<file path="src/core/urb_pkg.sv">
package urb_pkg;

  ////////////////////////////////////////////////////////////////////////////
  // Register offsets on the plain register port
  localparam logic [2:0] URB_ADDR_STATUS = 3'h0;
  localparam logic [2:0] URB_ADDR_CTRL_B = 3'h1;
  localparam logic [2:0] URB_ADDR_CTRL_C = 3'h2;
  localparam logic [2:0] URB_ADDR_DATA = 3'h3;
  localparam logic [2:0] URB_ADDR_BAUD = 3'h4;

  ////////////////////////////////////////////////////////////////////////////
  // Field positions
  localparam int URB_ST_RXC_BIT = 7;
  localparam int URB_ST_FE_BIT = 4;
  localparam int URB_ST_DOR_BIT = 3;
  localparam int URB_ST_UPE_BIT = 2;
  localparam int URB_CB_RX_COMPLETE_IRQ_ENABLE_BIT = 7;
  localparam int URB_CB_RECEIVER_ENABLE_BIT = 4;
  localparam int URB_CB_SIZE2_BIT = 2;
  localparam int URB_CB_NINTH_RECEIVED_BIT_BIT = 1;
  localparam int URB_CC_PAREN_BIT = 5;
  localparam int URB_CC_PARODD_BIT = 4;
  localparam int URB_CC_STOP2_BIT = 3;
  localparam int URB_CC_SIZE1_BIT = 2;
  localparam int URB_CC_SIZE0_BIT = 1;

  ////////////////////////////////////////////////////////////////////////////
  // Values after reset and counts
  localparam logic [2:0] URB_SIZE_RST = 3'h3;
  localparam logic [2:0] URB_SIZE_NINE = 3'h7;
  localparam logic [7:0] URB_BAUD_RST = 8'h00;
  localparam logic [1:0] URB_FIFO_DEPTH = 2'h2;
  localparam logic [3:0] URB_START_CHECK = 4'h7;
  localparam logic [3:0] URB_BIT_LAST = 4'hf;

  typedef enum logic [2:0] {
    URB_RX_IDLE = 3'b000,
    URB_RX_START = 3'b001,
    URB_RX_DATA = 3'b010,
    URB_RX_PARITY = 3'b011,
    URB_RX_STOP = 3'b100
  } urb_rx_state_t;

  typedef struct packed {
    logic dor;
    logic fe;
    logic pe;
    logic [8:0] data;
  } urb_entry_t;

  typedef struct packed {
    logic [1:0] count;
    logic rd;
    logic wr;
    urb_entry_t [1:0] mem;
  } urb_fifo_state_t;

  typedef struct packed {
    logic [7:0] cnt;
    logic tick;
  } urb_div_state_t;

  typedef struct packed {
    logic pin_meta;
    logic pin_sync;
    logic rx_complete_irq_enable;
    logic receiver_enable;
    logic [2:0] size;
    logic par_en;
    logic par_odd;
    logic stop2;
    logic [7:0] baud;
    urb_rx_state_t st;
    logic [3:0] tcnt;
    logic [3:0] bcnt;
    logic [8:0] shift;
    logic pbit;
    logic hold_valid;
    urb_entry_t hold;
    logic ovr_pending;
    logic [7:0] rdata;
    logic irq;
  } urb_top_state_t;

  // Data bits per frame; reserved size codes fall back to eight
  function automatic logic [3:0] urb_nbits(input logic [2:0] size);
    logic [3:0] n;
    n = 4'h8;
    if (size == URB_SIZE_NINE) begin
      n = 4'h9;
    end else if (size < 3'h4) begin
      n = {2'b00, size[1:0]} + 4'h5;
    end
    return n;
  endfunction

endpackage

</file>
<file path="src/core/urb_rx_top.sv">
`timescale 1ns/100ps
`default_nettype none
// Overview of operation
// - Complete flag high while unread data buffered
// - Clearing enable flushes buffer, flag drops
// - Interrupt requested while flag, enable and global enable set
// - Data register read pops oldest character
// - Error flags stored per entry with character
// - Status writes never alter error flags
// - Error flags raise no interrupt
// - Frame error reflects first stop bit
// - Only first stop bit is checked
// - Overrun: buffer full, waiting char, new start
// - Overrun remembered, shown after older reads
// - Successful transfer clears overrun flag
// - Parity checked only when enabled
// - Parity computed over data, mismatch stored
// - Parity error kept until character read
// - Disable is immediate, releases the pin
// - Read frees entry for immediate refill
// - Size seven selects nine-bit characters
// - Unused high data bits read zero
// - Shift to first stop, then buffer frame
module urb_rx_top
  import urb_pkg::*;
(
  input wire logic SYS_CLK_I,
  input wire logic RESET_I,
  input wire logic [2:0] REG_ADDR_I,
  input wire logic [7:0] REG_WDATA_I,
  input wire logic REG_WR_I,
  input wire logic REG_RD_I,
  output logic [7:0] REG_RDATA_O,
  input wire logic RX_PIN_I,
  input wire logic GLOBAL_IRQ_EN_I,
  output logic RX_IRQ_O,
  output logic RX_PIN_OVERRIDE_O
);

  urb_top_state_t s_r;
  urb_top_state_t s_nxt;

  logic tick;
  logic flush;
  logic pop;
  logic push;
  logic fifo_full;
  logic buf_nonempty;
  logic start_seen;
  logic mismatch;
  logic [3:0] nbits;
  logic [7:0] status_val;
  logic [7:0] ctrl_b_val;
  logic [7:0] ctrl_c_val;
  logic [7:0] data_val;
  urb_entry_t head;
  urb_entry_t push_entry;
  logic [1:0] count;

  ////////////////////////////////////////////////////////////////////////////
  // Sample-rate divider and receive buffer

  urb_baud_div u_div (
    .clk_i(SYS_CLK_I),
    .rst_i(RESET_I),
    .divisor_i(s_r.baud),
    .tick_o(tick)
  );

  // Two entries; a read and a refill may share one cycle
  urb_fifo2 u_fifo (
    .clk_i(SYS_CLK_I),
    .rst_i(RESET_I),
    .flush_i(flush),
    .push_i(push),
    .push_entry_i(push_entry),
    .pop_i(pop),
    .head_o(head),
    .count_o(count)
  );

  ////////////////////////////////////////////////////////////////////////////
  // Buffer control

  always_comb begin
    buf_nonempty = (count != 2'h0);
    fifo_full = (count == URB_FIFO_DEPTH);
    pop = REG_RD_I && (REG_ADDR_I == URB_ADDR_DATA);
    flush = !s_r.receiver_enable || (REG_WR_I && (REG_ADDR_I == URB_ADDR_CTRL_B) && !REG_WDATA_I[URB_CB_RECEIVER_ENABLE_BIT]);
    push = s_r.hold_valid && !flush && (!fifo_full || pop);
    push_entry = s_r.hold;
    // overrun shown with next stored char
    push_entry.dor = s_r.ovr_pending;
  end

  ////////////////////////////////////////////////////////////////////////////
  // Register read values

  always_comb begin
    status_val = 8'h00;
    ctrl_b_val = 8'h00;
    ctrl_c_val = 8'h00;
    data_val = 8'h00;
    status_val[URB_ST_RXC_BIT] = buf_nonempty;
    if (buf_nonempty) begin
      status_val[URB_ST_FE_BIT] = head.fe;
      status_val[URB_ST_DOR_BIT] = head.dor;
      status_val[URB_ST_UPE_BIT] = head.pe && s_r.par_en;
      ctrl_b_val[URB_CB_NINTH_RECEIVED_BIT_BIT] = head.data[8];
      data_val = head.data[7:0];
    end
    ctrl_b_val[URB_CB_RX_COMPLETE_IRQ_ENABLE_BIT] = s_r.rx_complete_irq_enable;
    ctrl_b_val[URB_CB_RECEIVER_ENABLE_BIT] = s_r.receiver_enable;
    ctrl_b_val[URB_CB_SIZE2_BIT] = s_r.size[2];
    ctrl_c_val[URB_CC_PAREN_BIT] = s_r.par_en;
    ctrl_c_val[URB_CC_PARODD_BIT] = s_r.par_odd;
    ctrl_c_val[URB_CC_STOP2_BIT] = s_r.stop2;
    ctrl_c_val[URB_CC_SIZE1_BIT] = s_r.size[1];
    ctrl_c_val[URB_CC_SIZE0_BIT] = s_r.size[0];
  end

  ////////////////////////////////////////////////////////////////////////////
  // Next state

  always_comb begin
    s_nxt = s_r;
    nbits = urb_nbits(s_r.size);
    start_seen = 1'b0;
    mismatch = ((^s_r.shift) ^ s_r.pbit) != s_r.par_odd;

    // First flop feeds only the second
    s_nxt.pin_meta = RX_PIN_I;
    s_nxt.pin_sync = s_r.pin_meta;

    // Register writes; status writes are dropped
    if (REG_WR_I) begin
      if (REG_ADDR_I == URB_ADDR_STATUS) begin
        s_nxt.rdata = s_r.rdata;
      end else if (REG_ADDR_I == URB_ADDR_CTRL_B) begin
        s_nxt.rx_complete_irq_enable = REG_WDATA_I[URB_CB_RX_COMPLETE_IRQ_ENABLE_BIT];
        s_nxt.receiver_enable = REG_WDATA_I[URB_CB_RECEIVER_ENABLE_BIT];
        s_nxt.size[2] = REG_WDATA_I[URB_CB_SIZE2_BIT];
      end else if (REG_ADDR_I == URB_ADDR_CTRL_C) begin
        s_nxt.par_en = REG_WDATA_I[URB_CC_PAREN_BIT];
        s_nxt.par_odd = REG_WDATA_I[URB_CC_PARODD_BIT];
        s_nxt.stop2 = REG_WDATA_I[URB_CC_STOP2_BIT];
        s_nxt.size[1] = REG_WDATA_I[URB_CC_SIZE1_BIT];
        s_nxt.size[0] = REG_WDATA_I[URB_CC_SIZE0_BIT];
      end else if (REG_ADDR_I == URB_ADDR_BAUD) begin
        s_nxt.baud = REG_WDATA_I;
      end
    end

    // Read data valid only in the cycle after the strobe
    s_nxt.rdata = 8'h00;
    if (REG_RD_I) begin
      if (REG_ADDR_I == URB_ADDR_STATUS) begin
        s_nxt.rdata = status_val;
      end else if (REG_ADDR_I == URB_ADDR_CTRL_B) begin
        s_nxt.rdata = ctrl_b_val;
      end else if (REG_ADDR_I == URB_ADDR_CTRL_C) begin
        s_nxt.rdata = ctrl_c_val;
      end else if (REG_ADDR_I == URB_ADDR_DATA) begin
        s_nxt.rdata = data_val;
      end else if (REG_ADDR_I == URB_ADDR_BAUD) begin
        s_nxt.rdata = s_r.baud;
      end else begin
        s_nxt.rdata = 8'h00;
      end
    end

    // Frame receiver
    if (!s_r.receiver_enable) begin
      s_nxt.st = URB_RX_IDLE;
      s_nxt.tcnt = 4'h0;
      s_nxt.bcnt = 4'h0;
    end else if (tick) begin
      s_nxt.tcnt = s_r.tcnt + 4'h1;
      case (s_r.st)
        URB_RX_IDLE: begin
          // One sample per tick and no vote, so a glitch can begin a start check
          s_nxt.tcnt = 4'h0;
          if (!s_r.pin_sync) begin
            s_nxt.st = URB_RX_START;
          end
        end
        URB_RX_START: begin
          // Confirm the start bit half a bit later; glitches return to idle
          if (s_r.tcnt == URB_START_CHECK) begin
            if (s_r.pin_sync) begin
              s_nxt.st = URB_RX_IDLE;
            end else begin
              s_nxt.st = URB_RX_DATA;
              s_nxt.tcnt = 4'h0;
              s_nxt.bcnt = 4'h0;
              s_nxt.shift = 9'h000;
              start_seen = 1'b1;
            end
          end
        end
        URB_RX_DATA: begin
          if (s_r.tcnt == URB_BIT_LAST) begin
            s_nxt.shift[s_r.bcnt] = s_r.pin_sync;
            s_nxt.bcnt = s_r.bcnt + 4'h1;
            if (s_r.bcnt == nbits - 4'h1) begin
              s_nxt.st = s_r.par_en ? URB_RX_PARITY : URB_RX_STOP;
            end
          end
        end
        URB_RX_PARITY: begin
          if (s_r.tcnt == URB_BIT_LAST) begin
            s_nxt.pbit = s_r.pin_sync;
            s_nxt.st = URB_RX_STOP;
          end
        end
        URB_RX_STOP: begin
          if (s_r.tcnt == URB_BIT_LAST) begin
            // later stop bits never looked at
            s_nxt.st = URB_RX_IDLE;
          end
        end
        default: begin
          s_nxt.st = URB_RX_IDLE;
        end
      endcase
    end

    // Buffered character leaves the holding register
    if (push) begin
      s_nxt.hold_valid = 1'b0;
      s_nxt.ovr_pending = 1'b0;
    end

    if (start_seen && s_r.hold_valid && fifo_full && !pop) begin
      s_nxt.hold_valid = 1'b0;
      s_nxt.ovr_pending = 1'b1;
    end

    // Completed frame is captured after the clear so a new one wins
    if (s_r.receiver_enable && tick && (s_r.st == URB_RX_STOP) && (s_r.tcnt == URB_BIT_LAST)) begin
      s_nxt.hold_valid = 1'b1;
      s_nxt.hold.data = s_r.shift;
      s_nxt.hold.fe = !s_r.pin_sync;
      s_nxt.hold.pe = s_r.par_en && mismatch;
      s_nxt.hold.dor = 1'b0;
    end

    if (flush) begin
      s_nxt.hold_valid = 1'b0;
      s_nxt.ovr_pending = 1'b0;
    end

    // Registered, so the request follows the flag one cycle late
    // only the complete flag requests
    s_nxt.irq = s_r.rx_complete_irq_enable && buf_nonempty && GLOBAL_IRQ_EN_I && !flush;
  end

  ////////////////////////////////////////////////////////////////////////////
  // State register

  always_ff @(posedge SYS_CLK_I or posedge RESET_I) begin
    if (RESET_I) begin
      s_r <= '0;
      s_r.pin_meta <= 1'b1;
      s_r.pin_sync <= 1'b1;
      s_r.size <= URB_SIZE_RST;
      s_r.baud <= URB_BAUD_RST;
      s_r.st <= URB_RX_IDLE;
    end else begin
      s_r <= s_nxt;
    end
  end

  assign REG_RDATA_O = s_r.rdata;
  assign RX_IRQ_O = s_r.irq;
  // Released at once on disable; an unfinished frame is not completed first
  // pin override follows enable
  assign RX_PIN_OVERRIDE_O = s_r.receiver_enable;

endmodule
`default_nettype wire

</file>
<file path="src/core/urb_baud_div.sv">
`timescale 1ns/100ps
`default_nettype none
module urb_baud_div
  import urb_pkg::*;
(
  input wire logic clk_i,
  input wire logic rst_i,
  input wire logic [7:0] divisor_i,
  output logic tick_o
);

  urb_div_state_t s_r;
  urb_div_state_t s_nxt;

  // One tick every divisor+1 cycles, sixteen ticks per bit
  always_comb begin
    s_nxt = s_r;
    s_nxt.tick = 1'b0;
    if (s_r.cnt >= divisor_i) begin
      s_nxt.cnt = 8'h00;
      s_nxt.tick = 1'b1;
    end else begin
      s_nxt.cnt = s_r.cnt + 8'h01;
    end
  end

  always_ff @(posedge clk_i or posedge rst_i) begin
    if (rst_i) begin
      s_r <= '0;
    end else begin
      s_r <= s_nxt;
    end
  end

  assign tick_o = s_r.tick;

endmodule
`default_nettype wire

</file>
<file path="src/core/urb_fifo2.sv">
`timescale 1ns/100ps
`default_nettype none
module urb_fifo2
  import urb_pkg::*;
(
  input wire logic clk_i,
  input wire logic rst_i,
  input wire logic flush_i,
  input wire logic push_i,
  input wire urb_entry_t push_entry_i,
  input wire logic pop_i,
  output urb_entry_t head_o,
  output logic [1:0] count_o
);

  urb_fifo_state_t s_r;
  urb_fifo_state_t s_nxt;
  logic do_pop;
  logic do_push;

  always_comb begin
    s_nxt = s_r;
    do_pop = pop_i && (s_r.count != 2'h0);
    // A freed entry may be refilled in the same cycle
    do_push = push_i && ((s_r.count != URB_FIFO_DEPTH) || do_pop);
    if (flush_i) begin
      s_nxt.count = 2'h0;
      s_nxt.rd = 1'b0;
      s_nxt.wr = 1'b0;
    end else begin
      if (do_push) begin
        s_nxt.mem[s_r.wr] = push_entry_i;
        s_nxt.wr = ~s_r.wr;
      end
      if (do_pop) begin
        s_nxt.rd = ~s_r.rd;
      end
      if (do_push && !do_pop) begin
        s_nxt.count = s_r.count + 2'h1;
      end else if (do_pop && !do_push) begin
        s_nxt.count = s_r.count - 2'h1;
      end
    end
  end

  always_ff @(posedge clk_i or posedge rst_i) begin
    if (rst_i) begin
      s_r <= '0;
    end else begin
      s_r <= s_nxt;
    end
  end

  assign head_o = s_r.mem[s_r.rd];
  assign count_o = s_r.count;

endmodule
`default_nettype wire

</file>
<file path="config.mk">
export PLATFORM = sky130hd
export DESIGN_NAME = urb_rx_top
export DESIGN_NICKNAME = d
export VERILOG_FILES = /design/src/core/urb_pkg.sv /design/src/core/urb_rx_top.sv /design/src/core/urb_baud_div.sv /design/src/core/urb_fifo2.sv
export SDC_FILE = /design/constraint.sdc
export NUM_CORES = 1
export LEC_CHECK = 0
export ABC_AREA = 0
export CORE_MARGIN = 2
export CORE_UTILIZATION = 40
export CTS_BUF_LIST = sky130_fd_sc_hd__clkbuf_2
export DETAILED_ROUTE_END_ITERATION = 8
export DONT_BUFFER_PORTS = 1
export MAX_ROUTING_LAYER = met4
export PLACE_DENSITY = 0.51
export SETUP_SLACK_MARGIN = 0.1
export SLEW_MARGIN = 30
export SYNTH_ARGS = -nofsm -noshare
export SYNTH_HDL_FRONTEND = slang
export SYNTH_SLANG_ARGS = --single-unit
</file>
<file path="constraint.sdc">
create_clock -name SYS_CLK_I -period 8 [get_ports SYS_CLK_I]
set_input_delay 1.6 -clock SYS_CLK_I [delete_from_list [all_inputs] [get_ports SYS_CLK_I]]
set_output_delay 1.6 -clock SYS_CLK_I [all_outputs]
set_load 0.01 [all_outputs]
</file>
Word-level counts from Yosys, hierarchy flattened:

Cells that the tools add are included.

* bitwise gates (word level): 7
* mux-type cells: 54
* eq/ne operators: 27
* $add $sub $neg: 7
* order comparisons: 7
* reduce and logical (&&, ||, !) cells: 51

Operator list (number)
* 2-to-1 mux 8 bit: 8
* 2-to-1 mux 12 bit: 3
* 2-to-1 mux 13 bit: 2
* one-hot mux 13 bit (2 select lines): 1
* 2-to-1 mux 25 bit: 1
* bitwise mux 24 bit: 1
* logical AND 1 bit: 22
* 2-to-1 mux 21 bit: 1
* 2-to-1 mux 3 bit: 7
* != test 3 bit, second input constant: 7
* 2-to-1 mux 20 bit: 1
* 2-to-1 mux 17 bit: 1
* 2-to-1 mux 1 bit: 16
* one-hot mux 3 bit (5 select lines): 1
* demux 12 bit (select 1 bit): 1
* equality test 3 x 2 -> 1 bit, second input constant: 4
* 2-to-1 mux 4 bit: 3
* 2-to-1 mux 11 bit: 1
* AND reduction 5 bit: 2
* bitwise mux 9 bit: 1
* equality test 3 bit, second input constant: 3
* XOR reduction 9 bit: 1
* adder 4 x 1 -> 4 bit, second input constant: 2
* adder 8 x 1 -> 8 bit, second input constant: 1
* 35 further kinds: 62

* bits in registers: 98

Depth between registers and ports, before layout:

* word-level depth: 13
* depth in mapped cells: 8

Modules after synthesis:

Synthesis repeated with hierarchy kept, for this count alone.

* cells, all modules: 484
* area, all modules: 5265.0 um2

Modules (own cells, without submodules)
* urb_rx_top: times used 1, cells an instance 337, area an instance 3372.0 um2
* urb_fifo2: times used 1, cells an instance 91, area an instance 1308.8 um2
* urb_baud_div: times used 1, cells an instance 56, area an instance 584.3 um2

Least setup slack after synthesis:

OpenSTA, ideal clock, no wires.

* kind: input to register
* from: in REG_ADDR_I[1]
* to: reg (tool-made name)
* arrival: 2879 ps
* data required time: 7873 ps
* setup slack: 4994 ps
* stages: 7
* cell sequence: buf_6 -> nand2b_4 -> o31ai_4 -> nor2_1 -> nand2_1 -> buf_6 -> mux2_1

RTL lines
* start, declared: line urb_rx_top.sv:29 `input wire logic [2:0] REG_ADDR_I,`

Worst setup path in the final report:

* from: reg s_r (netlist bit RX_PIN_OVERRIDE_O)
* to: out RX_PIN_OVERRIDE_O

RTL lines
* start, declared: line urb_rx_top.sv:40 `urb_top_state_t s_r;`
* start signal, assigned: line urb_rx_top.sv:270 `s_r <= s_nxt;`
* end, declared: line urb_rx_top.sv:37 `output logic RX_PIN_OVERRIDE_O`

No word-level cell between the ends.

==> reports/metrics.json <==
{
  "outcome": {
    "outcome": "finished, final reports clean"
  },
  "finish": {
    "post_route_cells_drive_above_1_share_pct": 12.9,
    "final_cell_count_no_fill": 661,
    "n_antenna_cell": 0,
    "final_cell_area_um2": 5350,
    "final_nets": 517,
    "area_growth_pct": 2.94,
    "finish.utilization_pct": 42.2
  },
  "sta": {
    "setup_slack_ns": 5.06,
    "setup_repair_after_global_routing_missed_its_margin": "no",
    "worstMarginPinSlew_ns": 0.688,
    "report.final.setup_viol": 0,
    "drv_slew": 0,
    "final.setup_skew_ns": 0.0312,
    "max_clock_freq_mhz": 340,
    "max_slew_margin_pct": 54.2,
    "ratio_of_final_minimum_period_to_clock_period_pct": 36.8,
    "timing.final.hold_violations": 0,
    "final_period_minus_worst_setup_slack_ns": 2.94,
    "finalSetupTns_ns": 0
  },
  "logic_synthesis": {
    "yosys.cell_types.count": 62,
    "synthSimpleGateAreaFrac_pct": 14.0,
    "postSynthNetCount": 535,
    "syn_area_um2": 5190,
    "synth-edff-count": 0,
    "yosysSeqAreaShare_pct": 47.3,
    "ys_ff_latch": 98,
    "synthesis.area_per_instance_um2": 10.3,
    "async_flop_share_pct": 100,
    "netlist_instances": 502,
    "synth_flop_cell": "dfrtp_1",
    "dominant_combinational_cell_family_by_area_after_synthesis": "simple AND/OR/NAND/NOR gates",
    "post_synth_fa_ha_maj_area_fraction_pct": 3.85,
    "synthMuxAreaShare_pct": 11.6,
    "synth_warnings": 0,
    "synth_compound_area_share_pct": 14.0,
    "yosys.area_share.xor_xnor_pct": 3.83
  },
  "route": {
    "drtIter0Drc": 256,
    "wl_per_cell_um": 17.3,
    "drt_drc_violations_left": 0,
    "wirelength_um": 11400,
    "vias_per_cell": 5.40,
    "vias": 3572,
    "detail-route-antenna-nets": 0,
    "drt-pass1-iter-count": 4
  },
  "placed_design": {
    "preCtsSetupSlack_ns": 4.60,
    "dp.final_hpwl_um": 8310,
    "gp_congestion": 0.823,
    "buffer_ports.inserted": 0,
    "placedCellCount": 645,
    "placement.cell_area_um2": 5220
  },
  "setup_path": {
    "timing.critical_path.to_type": "output pin",
    "cp-start-kind": "flop",
    "r2r.worst_path.cells": 8,
    "cp_data_arrival_time_ns": 1.34,
    "worst-path-max-fanout": 10,
    "cp_num_cells": 0,
    "timing.setup.critical_path_class": "reg -> out",
    "timing.critical_path.required_ns": 6.40
  },
  "worst_hold_path": {
    "min_path_type": "reg -> reg",
    "hold-path-cell-count": 0
  },
  "die": {
    "coreArea_um2": 12700,
    "die_w_um": 118,
    "design.die.area_um2": 13900,
    "placement_rows": 41,
    "pin_count": 27,
    "die_y_um": 118,
    "initial_core_util_pct": 41.0
  },
  "global_route": {
    "first_global_vias": 3502,
    "total_routing_usage_gr_pct": 17.9,
    "globalRoute.busiestLayer": "met2",
    "antenna_found_initial": 0,
    "grt_start_max_net_pins": 72,
    "globalRouteMet1Util_pct": 24.4,
    "globalRoute.totalOverflow": 0,
    "grt.met3_usage_pct": 4.51,
    "met2_routing_resource_usage_after_global_routing_pct": 26.5,
    "first_pass_grt_wire_length_um": 19100
  },
  "cts": {
    "post_cts.resized_instances": 0,
    "clk_transition_reported_paths_ns": 0.26,
    "cts_hold_repair.buffers": 0,
    "post-cts-setup-buffers": 0,
    "worst_skew_pair_latency_ns": 0.59,
    "clock_tree.htree_level_count": 3,
    "cts-buffers-inserted": 9,
    "cts-root-to-sink-buffers": 2,
    "cts_root_buffer": "clkbuf_2",
    "cts.sink_count": 98,
    "clock_tree_from_tritoncts": "built"
  },
  "power_and_ir_drop": {
    "p_per_area_nw_per_um2": 192,
    "leakage_power_nw": 2.35,
    "peakVddDrop_mv": 0.157
  },
  "run": {
    "drv_cap": 0
  }
}
[synth_stat cells (10+ instances only)]
library cell / n / area share (%)
mux2_1: 12 / 2.6
ha_1: 16 / 3.9
nand2_1: 50 / 3.6
xnor2_1: 12 / 2.0
inv_1: 19 / 1.4
nand3_1: 15 / 1.4
a21oi_1: 28 / 2.7
o21ai_0: 48 / 4.6
mux2_2: 30 / 6.5
mux2i_1: 13 / 2.5
nor2_1: 30 / 2.2
dfrtp_1: 94 / 45
nor3_1: 10 / 0.96
[per-layer routing]
| metal | part of all wire (%) | wire [um] |
|---|---|---|
| met4 | 2.1 | 237 |
| met1 | 49 | 5630 |
| met3 | 3.4 | 388 |
| met2 | 45 | 5170 |
| met5 | 0 | 0 |
[layout by cell type (no fill, tap or decap), types with 3 or more instances in the layout]
master,instances
a21o_1,3
a21oi_1,28
and2_1,5
clkbuf_2,11
dfrtp_1,94
dfstp_2,4
ha_1,16
inv_1,18
mux2_1,12
mux2_2,30
mux2i_1,13
nand2_1,50
nand2b_1,6
nand3_1,15
nand3b_1,3
nor2_1,30
nor2b_1,7
nor3_1,10
o211ai_1,3
o21ai_0,48
o22ai_1,8
o31ai_1,3
xnor2_1,12
xor2_1,8
[through the flow]
step           total power, W  hold WS [ns]
4_1_cts               0.00104         0.375
6_report              0.00103         0.373
2_1_floorplan        0.000738         0.345
3_3_place_gp         0.000778         0.349
5_1_grt               0.00110         0.385
3_5_place_dp         0.000786         0.347
[kinds of logic after synthesis]
family | Yosys count
AO/OA/AOI/OAI | 117
XOR/XNOR | 21
adder cells (fa/ha/maj) | 16
buffers and inverters | 50
flip-flops | 98
multiplexers | 55
AND/OR/NAND/NOR | 145
[layout make-up]
| cell class | count | area (um^2) |
|---|---|---|
| clock buffers | 11 | 55.1 |
| clock inverters | 5 | 61.3 |
| fillers | 1277 | 7320 |
| inverters | 19 | 73.8 |
| multi-input cells | 354 | 2460 |
| flip-flops and latches | 98 | 2460 |
| well taps | 172 | 215 |
| repair buffers | 2 | 18.8 |
[worst reg2reg max path, stage by stage, from the launching register on]
cell      delay, ns
dfstp_2        0.66
ha_1           0.29
o21ai_0        0.12
ha_1           0.23
xor3_1         0.19
a32oi_1        0.24
o22ai_1        0.12
a211o_1        0.32
o211ai_1       0.10
[where the power goes]
part | internal (W) | switching (W)
registers | 0.000536 | 0.0000544
clock network | 0.0000774 | 0.000173
logic | 0.0000795 | 0.000107
total | 0.000693 | 0.000334
[worst paths after layout]
path                                         from           endpoint  slack [ns]
worst max-delay path            RX_PIN_OVERRIDE_O  RX_PIN_OVERRIDE_O        5.06
max in group asynchronous                 RESET_I            s_r[39]        6.21
worst max register to register      ctrl_c_val[1]            s_r[42]        5.64
min in group asynchronous                 RESET_I  u_fifo.count_o[0]        0.81
worst min register to register          s_nxt[60]            s_r[60]        0.37
worst min-delay path                    s_nxt[60]            s_r[60]        0.37
Power figures use the tool's default switching activity.
